==> src/verilog/acrc_pkg.sv <==
// shared constants, carriers and helpers of the converter control block
package acrc_pkg;
    // data path shape
    localparam int RES_W   = 12;
    localparam int N_IN    = 13;
    localparam int ADDR_W  = 8;
    localparam int BIT_DIV = 4;     // clock cycles per sample or bit step

    // register byte offsets
    localparam logic [7:0] OFF_CTL0  = 8'h00;
    localparam logic [7:0] OFF_CTL1  = 8'h04;
    localparam logic [7:0] OFF_RESH  = 8'h08;
    localparam logic [7:0] OFF_RESL  = 8'h0C;
    localparam logic [7:0] OFF_ISTAT = 8'h10;
    localparam logic [7:0] OFF_IMASK = 8'h14;

    // field positions
    localparam int CTL0_ON_BIT   = 0;
    localparam int CTL0_GO_BIT   = 1;
    localparam int CTL0_CHS_LSB  = 2;
    localparam int CTL1_PCFG_LSB = 0;
    localparam int CTL1_PREF_BIT = 4;
    localparam int CTL1_NREF_BIT = 5;
    localparam int IRQ_DONE_BIT  = 0;
    localparam int GAP_LO_IDX    = 5;
    localparam int GAP_HI_IDX    = 7;

    // reset values and codes
    localparam logic [3:0] CHS_RST         = 4'h0;
    localparam logic [3:0] CHS_LAST        = 4'hC;
    localparam logic [3:0] CHS_GAP_LO      = 4'h5;
    localparam logic [3:0] CHS_GAP_HI      = 4'h7;
    localparam logic [3:0] PCFG_ALL_ANALOG = 4'h0;
    localparam logic [3:0] PCFG_PB_DIGITAL = 4'h7;
    localparam logic [1:0] RESP_OKAY       = 2'h0;
    localparam logic [1:0] RESP_SLVERR     = 2'h2;

    typedef struct packed {
        logic [3:0] chan;
        logic       on;
    } acrc_ctl0_type;

    typedef struct packed {
        logic       nref;
        logic       pref;
        logic [3:0] pcfg;
    } acrc_ctl1_type;

    typedef enum logic [1:0] {SAR_IDLE, SAR_SAMPLE, SAR_CONV}
        acrc_sar_state_type;

    // number of analog inputs, counted from input 0 upward
    function automatic logic [3:0] acrc_analog_count(input logic [3:0] code);
        case (code)
            4'h0, 4'h1, 4'h2: acrc_analog_count = 4'hD;
            4'h3:             acrc_analog_count = 4'hC;
            4'h4:             acrc_analog_count = 4'hB;
            4'h5:             acrc_analog_count = 4'hA;
            4'h6:             acrc_analog_count = 4'h9;
            4'h7:             acrc_analog_count = 4'h8;
            4'h8, 4'h9:       acrc_analog_count = 4'h7;
            4'hA:             acrc_analog_count = 4'h6;
            4'hB:             acrc_analog_count = 4'h5;
            4'hC:             acrc_analog_count = 4'h3;
            4'hD:             acrc_analog_count = 4'h2;
            4'hE:             acrc_analog_count = 4'h1;
            default:          acrc_analog_count = 4'h0;
        endcase
    endfunction
endpackage

==> src/verilog/acrc_sar.sv <==
// successive approximation sequencer with its own bit-rate divider
`timescale 1ns/1ps
module acrc_sar
    import acrc_pkg::*;
#(
    parameter int WIDTH = RES_W,
    parameter int DIV   = BIT_DIV
) (
    input  wire logic             aclk,
    input  wire logic             aresetn,
    input  wire logic             start,
    input  wire logic             abort,
    input  wire logic             comp,
    output logic                  busy,
    output logic                  done,
    output logic                  sampling,
    output logic [WIDTH-1:0]      trial,
    output logic [WIDTH-1:0]      result
);
    acrc_sar_state_type state_q;
    logic [7:0]         cnt_q;
    logic [WIDTH-1:0]   mask_q;
    logic [WIDTH-1:0]   trial_q;
    logic [WIDTH-1:0]   result_q;
    logic               done_q;
    wire                tick = (cnt_q == 8'(DIV - 1));
    // keep the trial bit when the input is above the trial level; the
    // comparator answer lags the trial by two sync flops, so DIV >= 3
    wire  [WIDTH-1:0]   kept = comp ? trial_q : (trial_q & ~mask_q);

    assign busy     = (state_q != SAR_IDLE);
    assign sampling = (state_q == SAR_SAMPLE);
    assign done     = done_q;
    assign trial    = trial_q;
    assign result   = result_q;

    // divider restarts on every start so each step lasts DIV cycles
    always_ff @(posedge aclk) begin
        if (!aresetn || start || tick) begin
            cnt_q <= 8'h00;
        end else begin
            cnt_q <= cnt_q + 8'h01;
        end
    end

    // sample one step, then one step per result bit, msb first
    always_ff @(posedge aclk) begin
        done_q <= 1'b0;
        if (!aresetn) begin
            state_q  <= SAR_IDLE;
            mask_q   <= '0;
            trial_q  <= '0;
            result_q <= '0;
        end else if (abort) begin
            state_q <= SAR_IDLE;            // result left untouched
        end else begin
            case (state_q)
                SAR_IDLE: begin
                    if (start) begin
                        state_q <= SAR_SAMPLE;
                    end
                end
                SAR_SAMPLE: begin
                    if (tick) begin
                        state_q <= SAR_CONV;
                        mask_q  <= {1'b1, {(WIDTH-1){1'b0}}};
                        trial_q <= {1'b1, {(WIDTH-1){1'b0}}};
                    end
                end
                SAR_CONV: begin
                    if (tick) begin
                        mask_q  <= mask_q >> 1;
                        trial_q <= kept | (mask_q >> 1);
                        if (mask_q[0]) begin
                            state_q  <= SAR_IDLE;
                            result_q <= kept;
                            done_q   <= 1'b1;
                        end
                    end
                end
                default: state_q <= SAR_IDLE;
            endcase
        end
    end
endmodule // acrc_sar

==> src/verilog/acrc_top.sv <==
// converter control registers, axi4-lite slave and pin-side selects
`timescale 1ns/1ps
module acrc_top
    import acrc_pkg::*;
#(
    parameter bit LARGE_PKG = 1'b1,
    parameter int DIV       = BIT_DIV
) (
    input  wire logic              aclk,
    input  wire logic              aresetn,
    input  wire logic [ADDR_W-1:0] s_axi_awaddr,
    input  wire logic              s_axi_awvalid,
    output logic                   s_axi_awready,
    input  wire logic [31:0]       s_axi_wdata,
    input  wire logic [3:0]        s_axi_wstrb,
    input  wire logic              s_axi_wvalid,
    output logic                   s_axi_wready,
    output logic [1:0]             s_axi_bresp,
    output logic                   s_axi_bvalid,
    input  wire logic              s_axi_bready,
    input  wire logic [ADDR_W-1:0] s_axi_araddr,
    input  wire logic              s_axi_arvalid,
    output logic                   s_axi_arready,
    output logic [31:0]            s_axi_rdata,
    output logic [1:0]             s_axi_rresp,
    output logic                   s_axi_rvalid,
    input  wire logic              s_axi_rready,
    input  wire logic              portb_analog_default,
    input  wire logic              comparator_in,
    output logic                   irq,
    output logic                   converter_on,
    output logic [3:0]             analog_channel_select,
    output logic                   channel_valid,
    output logic                   negative_reference_select,
    output logic                   positive_reference_select,
    output logic [N_IN-1:0]        analog_pin_mask,
    output logic                   sample_hold,
    output logic [RES_W-1:0]       dac_code
);
    acrc_ctl0_type    ctl0_q;
    acrc_ctl1_type    ctl1_q;
    logic [RES_W-1:0] result_q;
    logic             done_flag_q;
    logic             done_mask_q;
    logic             irq_q;
    logic             chan_valid_q;
    logic             sample_q;
    logic [N_IN-1:0]  amask_q;
    logic [N_IN-1:0]  amask_d;
    logic             comp_s1_q;
    logic             comp_s2_q;
    logic             strap_s1_q;
    logic             strap_s2_q;
    logic             aw_got_q;
    logic             w_got_q;
    logic             awready_q;
    logic             wready_q;
    logic             bvalid_q;
    logic [1:0]       bresp_q;
    logic [7:0]       awaddr_q;
    logic [7:0]       wdata_q;
    logic             wstrb0_q;
    logic             arready_q;
    logic             rvalid_q;
    logic [31:0]      rdata_q;
    logic [1:0]       rresp_q;
    logic [7:0]       rd_addr_q;
    logic             sar_busy;
    logic             sar_done;
    logic             sar_sampling;
    logic [RES_W-1:0] sar_trial;
    logic [RES_W-1:0] sar_result;

    // pins from outside the clock domain pass two flops first
    always_ff @(posedge aclk) begin
        comp_s1_q  <= comparator_in;
        comp_s2_q  <= comp_s1_q;
        strap_s1_q <= portb_analog_default;
        strap_s2_q <= strap_s1_q;
    end

    // write path decode, only byte lane 0 carries register bits
    wire wr_fire  = aw_got_q & w_got_q & ~bvalid_q;
    wire wr_en    = wr_fire & wstrb0_q;
    wire wr_ctl0  = wr_en & (awaddr_q == OFF_CTL0);
    wire wr_ctl1  = wr_en & (awaddr_q == OFF_CTL1);
    wire wr_istat = wr_en & (awaddr_q == OFF_ISTAT);
    wire wr_imask = wr_en & (awaddr_q == OFF_IMASK);
    wire wr_hit   = (awaddr_q == OFF_CTL0) | (awaddr_q == OFF_CTL1) |
                    (awaddr_q == OFF_RESH) | (awaddr_q == OFF_RESL) |
                    (awaddr_q == OFF_ISTAT) | (awaddr_q == OFF_IMASK);
    wire new_go   = wdata_q[CTL0_GO_BIT];
    wire new_on   = wdata_q[CTL0_ON_BIT];

    // start needs the converter already on; go with on in one write from off
    // does not start, so software waits out the hold time after enabling
    wire start_p  = wr_ctl0 & new_go & new_on & ctl0_q.on & ~sar_busy;
    wire abort_p  = wr_ctl0 & sar_busy & (~new_go | ~new_on);
    wire clr_done = wr_istat & wdata_q[IRQ_DONE_BIT];

    // channel routing: codes above 12 and the small-package gap float
    wire chs_gap    = (ctl0_q.chan >= CHS_GAP_LO) &
                      (ctl0_q.chan <= CHS_GAP_HI);
    wire chan_ok    = (ctl0_q.chan <= CHS_LAST) &
                      (LARGE_PKG | ~chs_gap);
    wire [3:0] acnt = acrc_analog_count(ctl1_q.pcfg);

    // read path decode, the unused upper bits read as zero
    wire [7:0] rd_ctl0  = {2'h0, ctl0_q.chan, sar_busy, ctl0_q.on};
    wire [7:0] rd_ctl1  = {2'h0, ctl1_q};
    wire [7:0] rd_resh  = {4'h0, result_q[RES_W-1:8]};
    wire [7:0] rd_resl  = result_q[7:0];
    wire [7:0] rd_istat = {7'h00, done_flag_q};
    wire [7:0] rd_imask = {7'h00, done_mask_q};
    wire       rd_hit   = (s_axi_araddr == OFF_CTL0) |
                          (s_axi_araddr == OFF_CTL1) |
                          (s_axi_araddr == OFF_RESH) |
                          (s_axi_araddr == OFF_RESL) |
                          (s_axi_araddr == OFF_ISTAT) |
                          (s_axi_araddr == OFF_IMASK);
    wire [7:0] rd_byte  =
        (s_axi_araddr == OFF_CTL0)  ? rd_ctl0  :
        (s_axi_araddr == OFF_CTL1)  ? rd_ctl1  :
        (s_axi_araddr == OFF_RESH)  ? rd_resh  :
        (s_axi_araddr == OFF_RESL)  ? rd_resl  :
        (s_axi_araddr == OFF_ISTAT) ? rd_istat :
        (s_axi_araddr == OFF_IMASK) ? rd_imask : 8'h00;

    // per-input analog decode; small package has no inputs 5 to 7
    genvar gi;
    generate
        for (gi = 0; gi < N_IN; gi++) begin : g_amask
            localparam logic [3:0] IDX = 4'(gi);
            localparam bit MISSING = (gi >= GAP_LO_IDX) &&
                                     (gi <= GAP_HI_IDX);
            assign amask_d[gi] = (IDX < acnt) &&
                                 (LARGE_PKG || !MISSING);
        end
    endgenerate

    // address and data are taken separately, either may come first
    always_ff @(posedge aclk) begin
        if (!aresetn) begin
            aw_got_q  <= 1'b0;
            awready_q <= 1'b1;
            awaddr_q  <= 8'h00;
        end else if (s_axi_awvalid && awready_q) begin
            aw_got_q  <= 1'b1;
            awready_q <= 1'b0;
            awaddr_q  <= 8'(s_axi_awaddr);
        end else if (bvalid_q && s_axi_bready) begin
            aw_got_q  <= 1'b0;
            awready_q <= 1'b1;
        end
    end

    always_ff @(posedge aclk) begin
        if (!aresetn) begin
            w_got_q  <= 1'b0;
            wready_q <= 1'b1;
            wdata_q  <= 8'h00;
            wstrb0_q <= 1'b0;
        end else if (s_axi_wvalid && wready_q) begin
            w_got_q  <= 1'b1;
            wready_q <= 1'b0;
            wdata_q  <= s_axi_wdata[7:0];
            wstrb0_q <= s_axi_wstrb[0];
        end else if (bvalid_q && s_axi_bready) begin
            w_got_q  <= 1'b0;
            wready_q <= 1'b1;
        end
    end

    // write response, unmapped addresses answer slverr
    always_ff @(posedge aclk) begin
        if (!aresetn) begin
            bvalid_q <= 1'b0;
            bresp_q  <= RESP_OKAY;
        end else if (wr_fire) begin
            bvalid_q <= 1'b1;
            bresp_q  <= wr_hit ? RESP_OKAY : RESP_SLVERR;
        end else if (s_axi_bready) begin
            bvalid_q <= 1'b0;
        end
    end

    // one read at a time; data is registered the cycle after address
    always_ff @(posedge aclk) begin
        if (!aresetn) begin
            arready_q <= 1'b1;
            rvalid_q  <= 1'b0;
            rdata_q   <= 32'h0000_0000;
            rresp_q   <= RESP_OKAY;
            rd_addr_q <= 8'h00;
        end else if (s_axi_arvalid && arready_q) begin
            arready_q <= 1'b0;
            rvalid_q  <= 1'b1;
            rdata_q   <= {24'h000000, rd_byte};
            rresp_q   <= rd_hit ? RESP_OKAY : RESP_SLVERR;
            rd_addr_q <= 8'(s_axi_araddr);
        end else if (rvalid_q && s_axi_rready) begin
            arready_q <= 1'b1;
            rvalid_q  <= 1'b0;
        end
    end

    // control registers; the strap is caught while reset is held
    always_ff @(posedge aclk) begin
        if (!aresetn) begin
            ctl0_q.chan <= CHS_RST;
            ctl0_q.on   <= 1'b0;
            ctl1_q.nref <= 1'b0;
            ctl1_q.pref <= 1'b0;
            ctl1_q.pcfg <= strap_s2_q ? PCFG_ALL_ANALOG
                                      : PCFG_PB_DIGITAL;
        end else begin
            if (wr_ctl0) begin
                ctl0_q.chan <= wdata_q[CTL0_CHS_LSB +: 4];
                ctl0_q.on   <= new_on;
            end
            if (wr_ctl1) begin
                ctl1_q.nref <= wdata_q[CTL1_NREF_BIT];
                ctl1_q.pref <= wdata_q[CTL1_PREF_BIT];
                ctl1_q.pcfg <= wdata_q[CTL1_PCFG_LSB +: 4];
            end
        end
    end

    // result and done flag; a new completion beats a same-cycle clear
    always_ff @(posedge aclk) begin
        if (!aresetn) begin
            result_q    <= '0;
            done_flag_q <= 1'b0;
            done_mask_q <= 1'b0;
            irq_q       <= 1'b0;
        end else begin
            if (sar_done) begin
                result_q <= sar_result;
            end
            done_flag_q <= sar_done | (done_flag_q & ~clr_done);
            if (wr_imask) begin
                done_mask_q <= wdata_q[IRQ_DONE_BIT];
            end
            irq_q <= done_flag_q & done_mask_q;
        end
    end

    // pin-side selects held in flops so outputs never glitch
    always_ff @(posedge aclk) begin
        if (!aresetn) begin
            chan_valid_q <= 1'b0;
            sample_q     <= 1'b0;
            amask_q      <= '0;
        end else begin
            chan_valid_q <= chan_ok;
            sample_q     <= sar_sampling;
            amask_q      <= amask_d;
        end
    end

    acrc_sar #(
        .WIDTH (RES_W),
        .DIV   (DIV)
    ) u_sar (
        .aclk     (aclk),
        .aresetn  (aresetn),
        .start    (start_p),
        .abort    (abort_p),
        .comp     (comp_s2_q),
        .busy     (sar_busy),
        .done     (sar_done),
        .sampling (sar_sampling),
        .trial    (sar_trial),
        .result   (sar_result)
    );

    assign s_axi_awready             = awready_q;
    assign s_axi_wready              = wready_q;
    assign s_axi_bvalid              = bvalid_q;
    assign s_axi_bresp               = bresp_q;
    assign s_axi_arready             = arready_q;
    assign s_axi_rvalid              = rvalid_q;
    assign s_axi_rdata               = rdata_q;
    assign s_axi_rresp               = rresp_q;
    assign irq                       = irq_q;
    assign converter_on              = ctl0_q.on;
    assign analog_channel_select     = ctl0_q.chan;
    assign channel_valid             = chan_valid_q;
    assign negative_reference_select = ctl1_q.nref;
    assign positive_reference_select = ctl1_q.pref;
    assign analog_pin_mask           = amask_q;
    assign sample_hold               = sample_q;
    assign dac_code                  = sar_trial;
endmodule // acrc_top

==> config.mk <==
export PLATFORM = sky130hd
export DESIGN_NAME = acrc_top
export DESIGN_NICKNAME = d
export VERILOG_FILES = /design/src/verilog/acrc_pkg.sv /design/src/verilog/acrc_sar.sv /design/src/verilog/acrc_top.sv
export SDC_FILE = /design/constraint.sdc
export NUM_CORES = 1
export LEC_CHECK = 0
export ABC_CLOCK_PERIOD_IN_PS = 3100
export BUFFER_PORTS_ARGS = -buffer_cell sky130_fd_sc_hd__buf_2
export CORE_UTILIZATION = 52
export CTS_CLUSTER_DIAMETER = 50
export CTS_CLUSTER_SIZE = 40
export DETAILED_ROUTE_END_ITERATION = 8
export GPL_TIMING_DRIVEN = 0
export HOLD_SLACK_MARGIN = 0.12
export PLACE_DENSITY = 0.9
export RECOVER_POWER = 100
export SLEW_MARGIN = 20
export SYNTH_ARGS = -nofsm -noshare
export SYNTH_HDL_FRONTEND = slang
export SYNTH_SLANG_ARGS = --single-unit
==> constraint.sdc <==
create_clock -name aclk -period 3.1 [get_ports aclk]
set_input_delay 0.31 -clock aclk [delete_from_list [all_inputs] [get_ports aclk]]
set_output_delay 0.31 -clock aclk [all_outputs]
set_load 0.005 [all_outputs]
# Word level (Yosys, flattened, before mapping)
# Memory sizes are Yosys's and may differ from the RTL's. A register that Yosys moved wholly into a read port is not among the register bits.
# Cells that the tools add are included.
dict set report op_classes {
  n_addsub 1
  magnitude_cmp 14
  n_eq_ne 18
  n_mux 36
  n_bitwise 40
  reduce_logical 22
}
# operator n
set op_table {}
lappend op_table {{2-to-1 mux 12 bit} 4}
lappend op_table {{case mux 12 bit (2 select lines)} 2}
lappend op_table {{== test 8 x 4 -> 1 bit (second input constant)} 4}
lappend op_table {{== test 8 x 5 -> 1 bit (second input constant)} 4}
lappend op_table {{2-to-1 mux 8 bit} 4}
lappend op_table {{less-than comparator 4 bit (first input constant)} 5}
lappend op_table {{AND 1 bit} 16}
lappend op_table {{== test 8 x 3 -> 1 bit (second input constant)} 2}
lappend op_table {{zero test 8 bit} 2}
lappend op_table {{less-than comparator 3 x 4 -> 1 bit (first input constant)} 4}
lappend op_table {{2-to-1 mux 1 bit} 15}
lappend op_table {{AND 12 bit} 1}
lappend op_table {{2-to-1 mux 2 bit} 6}
lappend op_table {{2-to-1 mux 4 bit} 3}
lappend op_table {{NOT 12 bit} 1}
lappend op_table {{bitwise OR 1 bit} 12}
lappend op_table {{bitwise OR 12 x 11 -> 12 bit} 1}
lappend op_table {{AND reduction 4 bit} 3}
lappend op_table {{nonzero test 2 bit} 6}
lappend op_table {{inequality test 2 x 1 -> 1 bit (second input constant)} 5}
lappend op_table {{NOT 1 bit} 9}
lappend op_table {{adder 8 x 1 -> 8 bit (second input constant)} 1}
lappend op_table {{== test 8 x 2 -> 1 bit (second input constant)} 1}
lappend op_table {{less-than comparator 1 x 4 -> 1 bit (first input constant)} 2}
lappend op_table {{other kinds (12)} 18}
dict set report totals {
  reg_bits 126
  rom_bits 64
  inputBits 61
  output_inout_bits 76
  elab_cells 167
  n_memories 1
}
# memory words word_bits rd rd_ports_with_merged_regs wr line
set memory_table {}
lappend memory_table {{(name not given)} 16 4 1 1 0 acrc_pkg.sv:54} ;# case (code)

# Longest topological paths before layout
# Gate-level depths: netlist (run 1).
dict set report depth {
  word_depth 10
  mapped_depth 9
  depth_no_buf 7
}

# Hierarchy
# A second synthesis (run 1) with hierarchy kept.
dict set report unflattened {
  hier_cells 582
  area_unflattened_um2 5177.5
}
# mod n_inst cells_per_inst area_each_um2
set by_module_without_submodules {}
lappend by_module_without_submodules {acrc_top 1 333 3070.4}
lappend by_module_without_submodules {acrc_sar 1 249 2107.0}

# Worst setup path before layout (run 1)
# No wires, ideal clock.
dict set report synth_path {
  path_kind {reg-to-reg}
  from {register awaddr_q[1]}
  to {register u_sar.trial_q[3] (netlist: u_sar.trial[3])}
  setup_ps 132
  t_arrival_ps 2110
  required_ps 2968
  path_slack_ps 858
  path_stages_with_launch 7
  period_less_slack_ps 2242
  path_cell_list {dfxtp_1 > or4_1 > nor4_4 > a211oi_1 > clkbuf_1 > o211ai_1 > a21oi_1}
}
dict set report synth_via {
  elab_chain_len 6
}
# item line
set synth_rtl {}
lappend synth_rtl {{start, declared} acrc_top.sv:60} ;# logic [7:0] awaddr_q;
lappend synth_rtl {{start signal, assigned} acrc_top.sv:150} ;# awaddr_q <= 8'(s_axi_awaddr);
lappend synth_rtl {{zero test 8 bit} acrc_top.sv:85} ;# wire wr_ctl0 = wr_en & (awaddr_q == OFF_CTL0);
lappend synth_rtl {{AND 1 bit} acrc_top.sv:85}
lappend synth_rtl {{AND 1 bit (2 in a row)} acrc_top.sv:98} ;# wire abort_p = wr_ctl0 & sar_busy & (~new_go | ~new_on);
lappend synth_rtl {{NOT 1 bit (no source line)} --}
lappend synth_rtl {{AND reduction 4 bit (no source line)} --}
lappend synth_rtl {{end signal, assigned} acrc_sar.sv:67} ;# trial_q <= {1'b1, {(WIDTH-1){1'b0}}};
lappend synth_rtl {{end signal, assigned} acrc_sar.sv:73} ;# trial_q <= kept | (mask_q >> 1);
lappend synth_rtl {{end, declared} acrc_sar.sv:23} ;# logic [WIDTH-1:0] trial_q;
# Every way passes these cells.
# A chain may end at the register's enable or synchronous reset.

# Worst setup path after layout (run 1)
dict set report layout_path {
  from {register awaddr_q[1]}
  to {register u_sar.result_q[2] (netlist: u_sar.result[2])}
}
dict set report layout_via {
  elab_chain_len 6
}
# item line
set layout_rtl {}
lappend layout_rtl {{zero test 8 bit} acrc_top.sv:85}
lappend layout_rtl {{AND 1 bit} acrc_top.sv:85}
lappend layout_rtl {{AND 1 bit (2 in a row)} acrc_top.sv:98}
lappend layout_rtl {{NOT 1 bit (no source line)} --}
lappend layout_rtl {{AND reduction 4 bit (no source line)} --}
lappend layout_rtl {{end signal, assigned} acrc_sar.sv:76} ;# result_q <= kept;
lappend layout_rtl {{end, declared} acrc_sar.sv:24} ;# logic [WIDTH-1:0] result_q;
# Every way passes these cells.

==> results of run 1 <==
-- Yosys cell counts (4+ instances only) --
cell      instances
a21oi_1          65
edfxtp_1          4
o21ai_0           5
nor3_1            5
nor2_1           58
buf_4            27
buf_1             4
xor2_1            5
and2_1            5
dfxtp_1         119
nand3_1          25
ha_1              4
a22oi_1           5
inv_1            18
nand2b_1          5
o211ai_1         11
nand2_1          68
a21boi_0         11
clkbuf_1         24
mux4_2            4
mux2i_1          32
-- layer usage --
| layer | wire [µm] | global-route usage | vias up |
|---|---|---|---|
| li1 | - | - | 2108 |
| met1 | 5280 | 0.316 | 2058 |
| met2 | 6290 | 0.458 | 279 |
| met3 | 969 | 0.0773 | 76 |
| met4 | 782 | 0.205 | 0 |
| met5 | 0 | 0 | - |
-- kinds of logic (layout without fill, tap and decap cells) --
| logic type | Yosys count | in the layout | synth area share |
|---|---|---|---|
| AO/OA/AOI/OAI | 116 | 116 | 0.143 |
| XOR/XNOR | 6 | 6 | 0.0106 |
| multiplexers | 38 | 38 | 0.0876 |
| adder cells (fa/ha/maj) | 4 | 4 | 0.0101 |
| buffers and inverters | 76 | 206 | 0.0789 |
| flip-flops | 123 | 123 | 0.506 |
| AND/OR/NAND/NOR | 181 | 181 | 0.163 |
| other | 1 | 26 | 0.000758 |
-- final cells by class --
type | count | share of cell area
Buffer | 58 | 0.0508
Timing Repair Buffer | 98 | 0.0891
Tap cell | 129 | 0.0255
Multi-Input combinational cell | 371 | 0.337
Inverter | 18 | 0.0107
Clock buffer | 24 | 0.0727
Clock inverter | 8 | 0.0186
Sequential cell | 123 | 0.395
-- report_power, final --
| part | internal (mW) | switching, mW |
|---|---|---|
| Combinational | 0.104 | 0.132 |
| Clock | 1.26 | 0.670 |
| Sequential | 1.63 | 0.0341 |
| Total | 3.00 | 0.835 |
-- registers in the layout, indices dropped and copies added, names as in the netlist, 6 cells and up --
register,count
analog_pin_mask,12
result_q,12
u_sar.mask_q,12
u_sar.result,12
u_sar.trial,12
awaddr_q,8
s_axi_rdata,8
u_sar.cnt_q,8
wdata_q,6
-- path summary, 6_finish.rpt --
kind	from	endpoint	slack (ns)	cells past startpoint
max	awaddr_q[1]$_SDFFE_PN0P_	u_sar.result[2]$_SDFFE_PN0P_	0.27	6
min	s_axi_araddr[4]	s_axi_rresp[1]$_SDFFE_PN0P_	0.18	3
max reg2reg	awaddr_q[1]$_SDFFE_PN0P_	u_sar.result[2]$_SDFFE_PN0P_	0.27	6
min reg2reg	strap_s1_q$_DFF_P_	strap_s2_q$_DFF_P_	0.33	0
-- worst max-delay path, stage by stage, from the launching register on --
cell and delay, ns:
dfxtp_1 0.33, or4_1 0.64, nor4_4 0.73, a211oi_1 0.33, clkbuf_2 0.32, mux2i_1 0.26, nor2_1 0.08
-- repair_timing --
item                                   CTS  global route
endpoints found under the hold margin   19             0
resized for setup                        0             0
hold buffers                            19             0
==> results.toml, run 1 <==
[timing]
timing.slew.headroom = 0.492
hold_viol = 0
slew_violations = 0
tightest_slew_ns = 0.756
hold_slack_ns = 0.179
finalCriticalPeriod_ns = 2.83
finalCritPeriodShare = 0.912
setup_viol = 0
fin_setup_tns_ns = 0
fmax_mhz = 354
rsz0062_at_grt = "no"
setup_slack_ns = 0.272
skew_ns = 0.0137

[floorplan]
ioPinCount = 137
die_h_um = 99.5
die_area_mm2 = 0.00990
num_rows = 35
core_mm2 = 0.00924
floorplan.initialDensity = 0.535
die_x_um = 99.5

[routing]
via_per_inst = 5.45
drc = 0
dr.pass1.iters = 5
drt_iter0_markers = 337
finalWirelength_um = 13300
ant_nets = 0
wl_per_cell_um = 16.1
vias = 4521

[setup_path]
path_class = "flop to flop"
worstPathMaxFanout = 10
startpoint_type = "flop"
crit_arrival_ns = 3.21
crit_path_end_kind = "flop"
worstPathRequired_ns = 3.48

[final_layout]
final_area_mm2 = 0.00633
final_nets = 752
final_core_util = 0.685
area_growth_pct = 28.0
final_cell_mix = "119 x dfxtp_1, 68 x nand2_1, 65 x a21oi_1"
area.sequential_mm2 = 0.00250
diodes = 0
stdcell_count = 829
drive_gt1_frac = 0.180
fillers = 674
multi_input_area_mm2 = 0.00214
final_common_cell = "dfxtp_1"

[flow_run]
cap_viol_max_count = 0

[logic_synthesis]
yosysSeqAreaShare = 0.506
ys_types = 49
synth-seq-cells = 123
synthDominantCellAreaShare = 0.482
avgSynthCellArea_um2 = 9.07
netlist_area_mm2 = 0.00494
yosys-top-cells-area = "dfxtp_1 48%, a21oi_1 6.6%, mux2i_1 6.5%"
synth_cells = 545
async_reset_ff_frac = 0
synth-main-ff-cell = "dfxtp_1"
yosysTopAreaCell = "dfxtp_1"
synth_edf_count = 4
synth_warnings = 0

[cts]
root_buffer = "clkbuf_8"
clk_pin_slew_worst_paths_ns = 0.06
cts_tree = "yes"
htreeDepth = 4
numCtsBuffers = 17
clkSinkCount = 123
clockBufferDepth = 2
post-cts-setup-buffer-count = 0
worstSkewPairLatency_ns = 0.53

[global_route]
grt.overflow.total = 0
grt_pass1_wl_um = 20900
grt_pass1_vias = 4390
grt_max_degree = 17
grt.total_usage = 0.281
antenna_found_initial = 0

[pwr]
finalPower_mw = 3.84
p_leak_nw = 2.53
ir_drop_uv = 425
power_density_mw_per_mm2 = 606

[outcome]
outcome = "completed"

[placement]
hpwl_um = 8420
place_area_mm2 = 0.00560
place_ws_ns = 0.455
gp_congestion = 0.871
port_buffers = 79
dp_cells = 778

[min_path]
worstHoldPathType = "input pin to flop"
Note: power is estimated with default switching activity, not from simulation.
==> run 2, diff against run 1 <==
==> constraint.sdc (replaced) <==
create_clock -name aclk -period 3.1 [get_ports aclk]
set_input_delay 0 -clock aclk [delete_from_list [all_inputs] [get_ports aclk]]
set_output_delay 0 -clock aclk [all_outputs]
set_load 0.005 [all_outputs]
==> results.toml, run 2 (synthesized netlist as in run 1, its figures left out) <==
[final_layout]
final_cell_mix = "119 x dfxtp_1, 68 x nand2_1, 65 x a21oi_1"
drive_gt1_frac = 0.166
multi_input_area_mm2 = 0.00214
final_nets = 779
area.sequential_mm2 = 0.00250
fillers = 616
area_growth_pct = 33.4
stdcell_count = 857
final_common_cell = "dfxtp_1"

[routing]
vias = 4753
wl_per_cell_um = 17.0
ant_nets = 0
via_per_inst = 5.55
drt_iter0_markers = 412
dr.pass1.iters = 5
finalWirelength_um = 14600
drc = 0

[placement]
gp_congestion = 0.871
dp_cells = 778
hpwl_um = 8420
port_buffers = 79

[timing]
fin_setup_tns_ns = 0
rsz0062_at_grt = "no"
timing.slew.headroom = 0.508
skew_ns = 0.0115
finalCritPeriodShare = 0.920
slew_violations = 0
finalCriticalPeriod_ns = 2.85
fmax_mhz = 351
hold_viol = 0
tightest_slew_ns = 0.732
setup_viol = 0

[setup_path]
rrSetupSlack_ns = 0.25
r2r_start = "awaddr_q[1]$_SDFFE_PN0P_"
crit_path_end_kind = "flop"
max_stage_delay_ns = 0.71
rr_endpoint = "u_sar.mask_q[10]$_SDFFE_PN0P_"
crit_chain = "or4_1 -> nor4_4 -> a211o_1 -> clkbuf_1 -> nand2_1 -> a21oi_1"
crit_arrival_ns = 3.28
path_class = "flop to flop"
worstPathMaxFanout = 10
crit_slowest_cell = "nor4_4"
startpoint_type = "flop"
worstPathRequired_ns = 3.53
rr_worst_depth = 6

[cts]
htreeDepth = 4
clk_pin_slew_worst_paths_ns = 0.06
numCtsBuffers = 17
cts_tree = "yes"
root_buffer = "clkbuf_8"
worstSkewPairLatency_ns = 0.52
clkSinkCount = 123
clockBufferDepth = 2

[min_path]
hold_path_end = "s_axi_wready$_SDFFE_PN1P_"
holdPathStages = 4
worstHoldPathType = "input pin to flop"
hold_path_startpoint = "s_axi_wvalid"

[global_route]
grt_pass1_vias = 4653
antenna_found_initial = 1
grt_pass1_wl_um = 22600
grt.overflow.total = 0
grt.total_usage = 0.304
grt_max_degree = 17

[floorplan]
die_area_mm2 = 0.00990
num_rows = 35
core_mm2 = 0.00924
ioPinCount = 137
die_h_um = 99.5
floorplan.initialDensity = 0.535
die_x_um = 99.5

[pwr]
p_leak_nw = 2.66
power_density_mw_per_mm2 = 589
ir_drop_uv = 384

[outcome]
outcome = "completed"

[flow_run]
cap_viol_max_count = 0
run 2: changes by cell type in the layout (fill, tap and decap cells not counted):
cell / before / now
dlygate4sd3_1: 19 / 46
buf_2: 63 / 58
clkbuf_1: 48 / 53
and2_0: 3 / 2
and2_1: 2 / 3
diode_2: 0 / 1
run 2: worst max-delay path: cells and delay by family, from the launching register on:
| family | cells | cell delay (ns) |
|---|---|---|
| AND/OR/NAND/NOR | 3 | 1.47 |
| buffers and inverters | 1 | 0.41 |
| flip-flops | 1 | 0.33 |
| AO/OA/AOI/OAI | 2 | 0.55 |
run 2: layer usage:
layer | wire [µm] | part of all wire | GRT usage
met2 | 6930 | 0.48 | 0.504
met5 | 0 | 0 | 0
met4 | 962 | 0.066 | 0.229
met1 | 5460 | 0.38 | 0.328
met3 | 1200 | 0.082 | 0.0892
run 2: worst max-delay path by stage:
stage,cells past startpoint,start,slack [ns],to
2_1_floorplan,6,awaddr_q[1]$_SDFFE_PN0P_,0.86,u_sar.trial[3]$_SDFFE_PN0P_
4_1_cts,6,awaddr_q[1]$_SDFFE_PN0P_,0.43,u_sar.trial[7]$_SDFFE_PN0P_
3_5_place_dp,6,awaddr_q[1]$_SDFFE_PN0P_,0.45,u_sar.trial[7]$_SDFFE_PN0P_
6_report,6,awaddr_q[1]$_SDFFE_PN0P_,0.25,u_sar.mask_q[10]$_SDFFE_PN0P_
3_3_place_gp,6,awaddr_q[1]$_SDFFE_PN0P_,0.50,u_sar.trial[8]$_SDFFE_PN0P_
5_1_grt,5,awaddr_q[1]$_SDFFE_PN0P_,0.14,u_sar.cnt_q[6]$_SDFF_PP0_
run 2: final cells by class:
type,count,area share
multi-input combinational,371,0.324
timing repair buffer,125,0.126
buffer,58,0.0485
antenna,1,0.000379
clock buffer,24,0.0698
tap,129,0.0245
clock inverter,8,0.0178
sequential,123,0.379
inverter,18,0.0102
run 2: repair_timing:
action                     4_1_cts  5_1_grt
hold buffers                    46        0
hold endpoints to repair        49        0
resized for setup                0        0
buffers inserted                 0        0
setup endpoints to repair        0        0
run 2: per-stage QoR:
stage                     utilization  setup slack [ns]  hold WS, ns  cell area (µm²)  power, mW
after floorplan                     -             0.858       0.0277             5040       1.83
after global placement          0.606             0.497        0.106             5600       1.90
after detailed placement        0.606             0.455        0.106             5600       1.91
after CTS                       0.718             0.432        0.149             6630       3.84
after global routing            0.714             0.138        0.183             6600       3.98
final                           0.714             0.247        0.170             6600       3.88
run 2: report_power, final:
part | leakage (nW) | switching [mW] | internal [mW]
sequential | 1.01 | 0.0356 | 1.63
clock | 0.283 | 0.684 | 1.26
combinational | 1.37 | 0.142 | 0.126
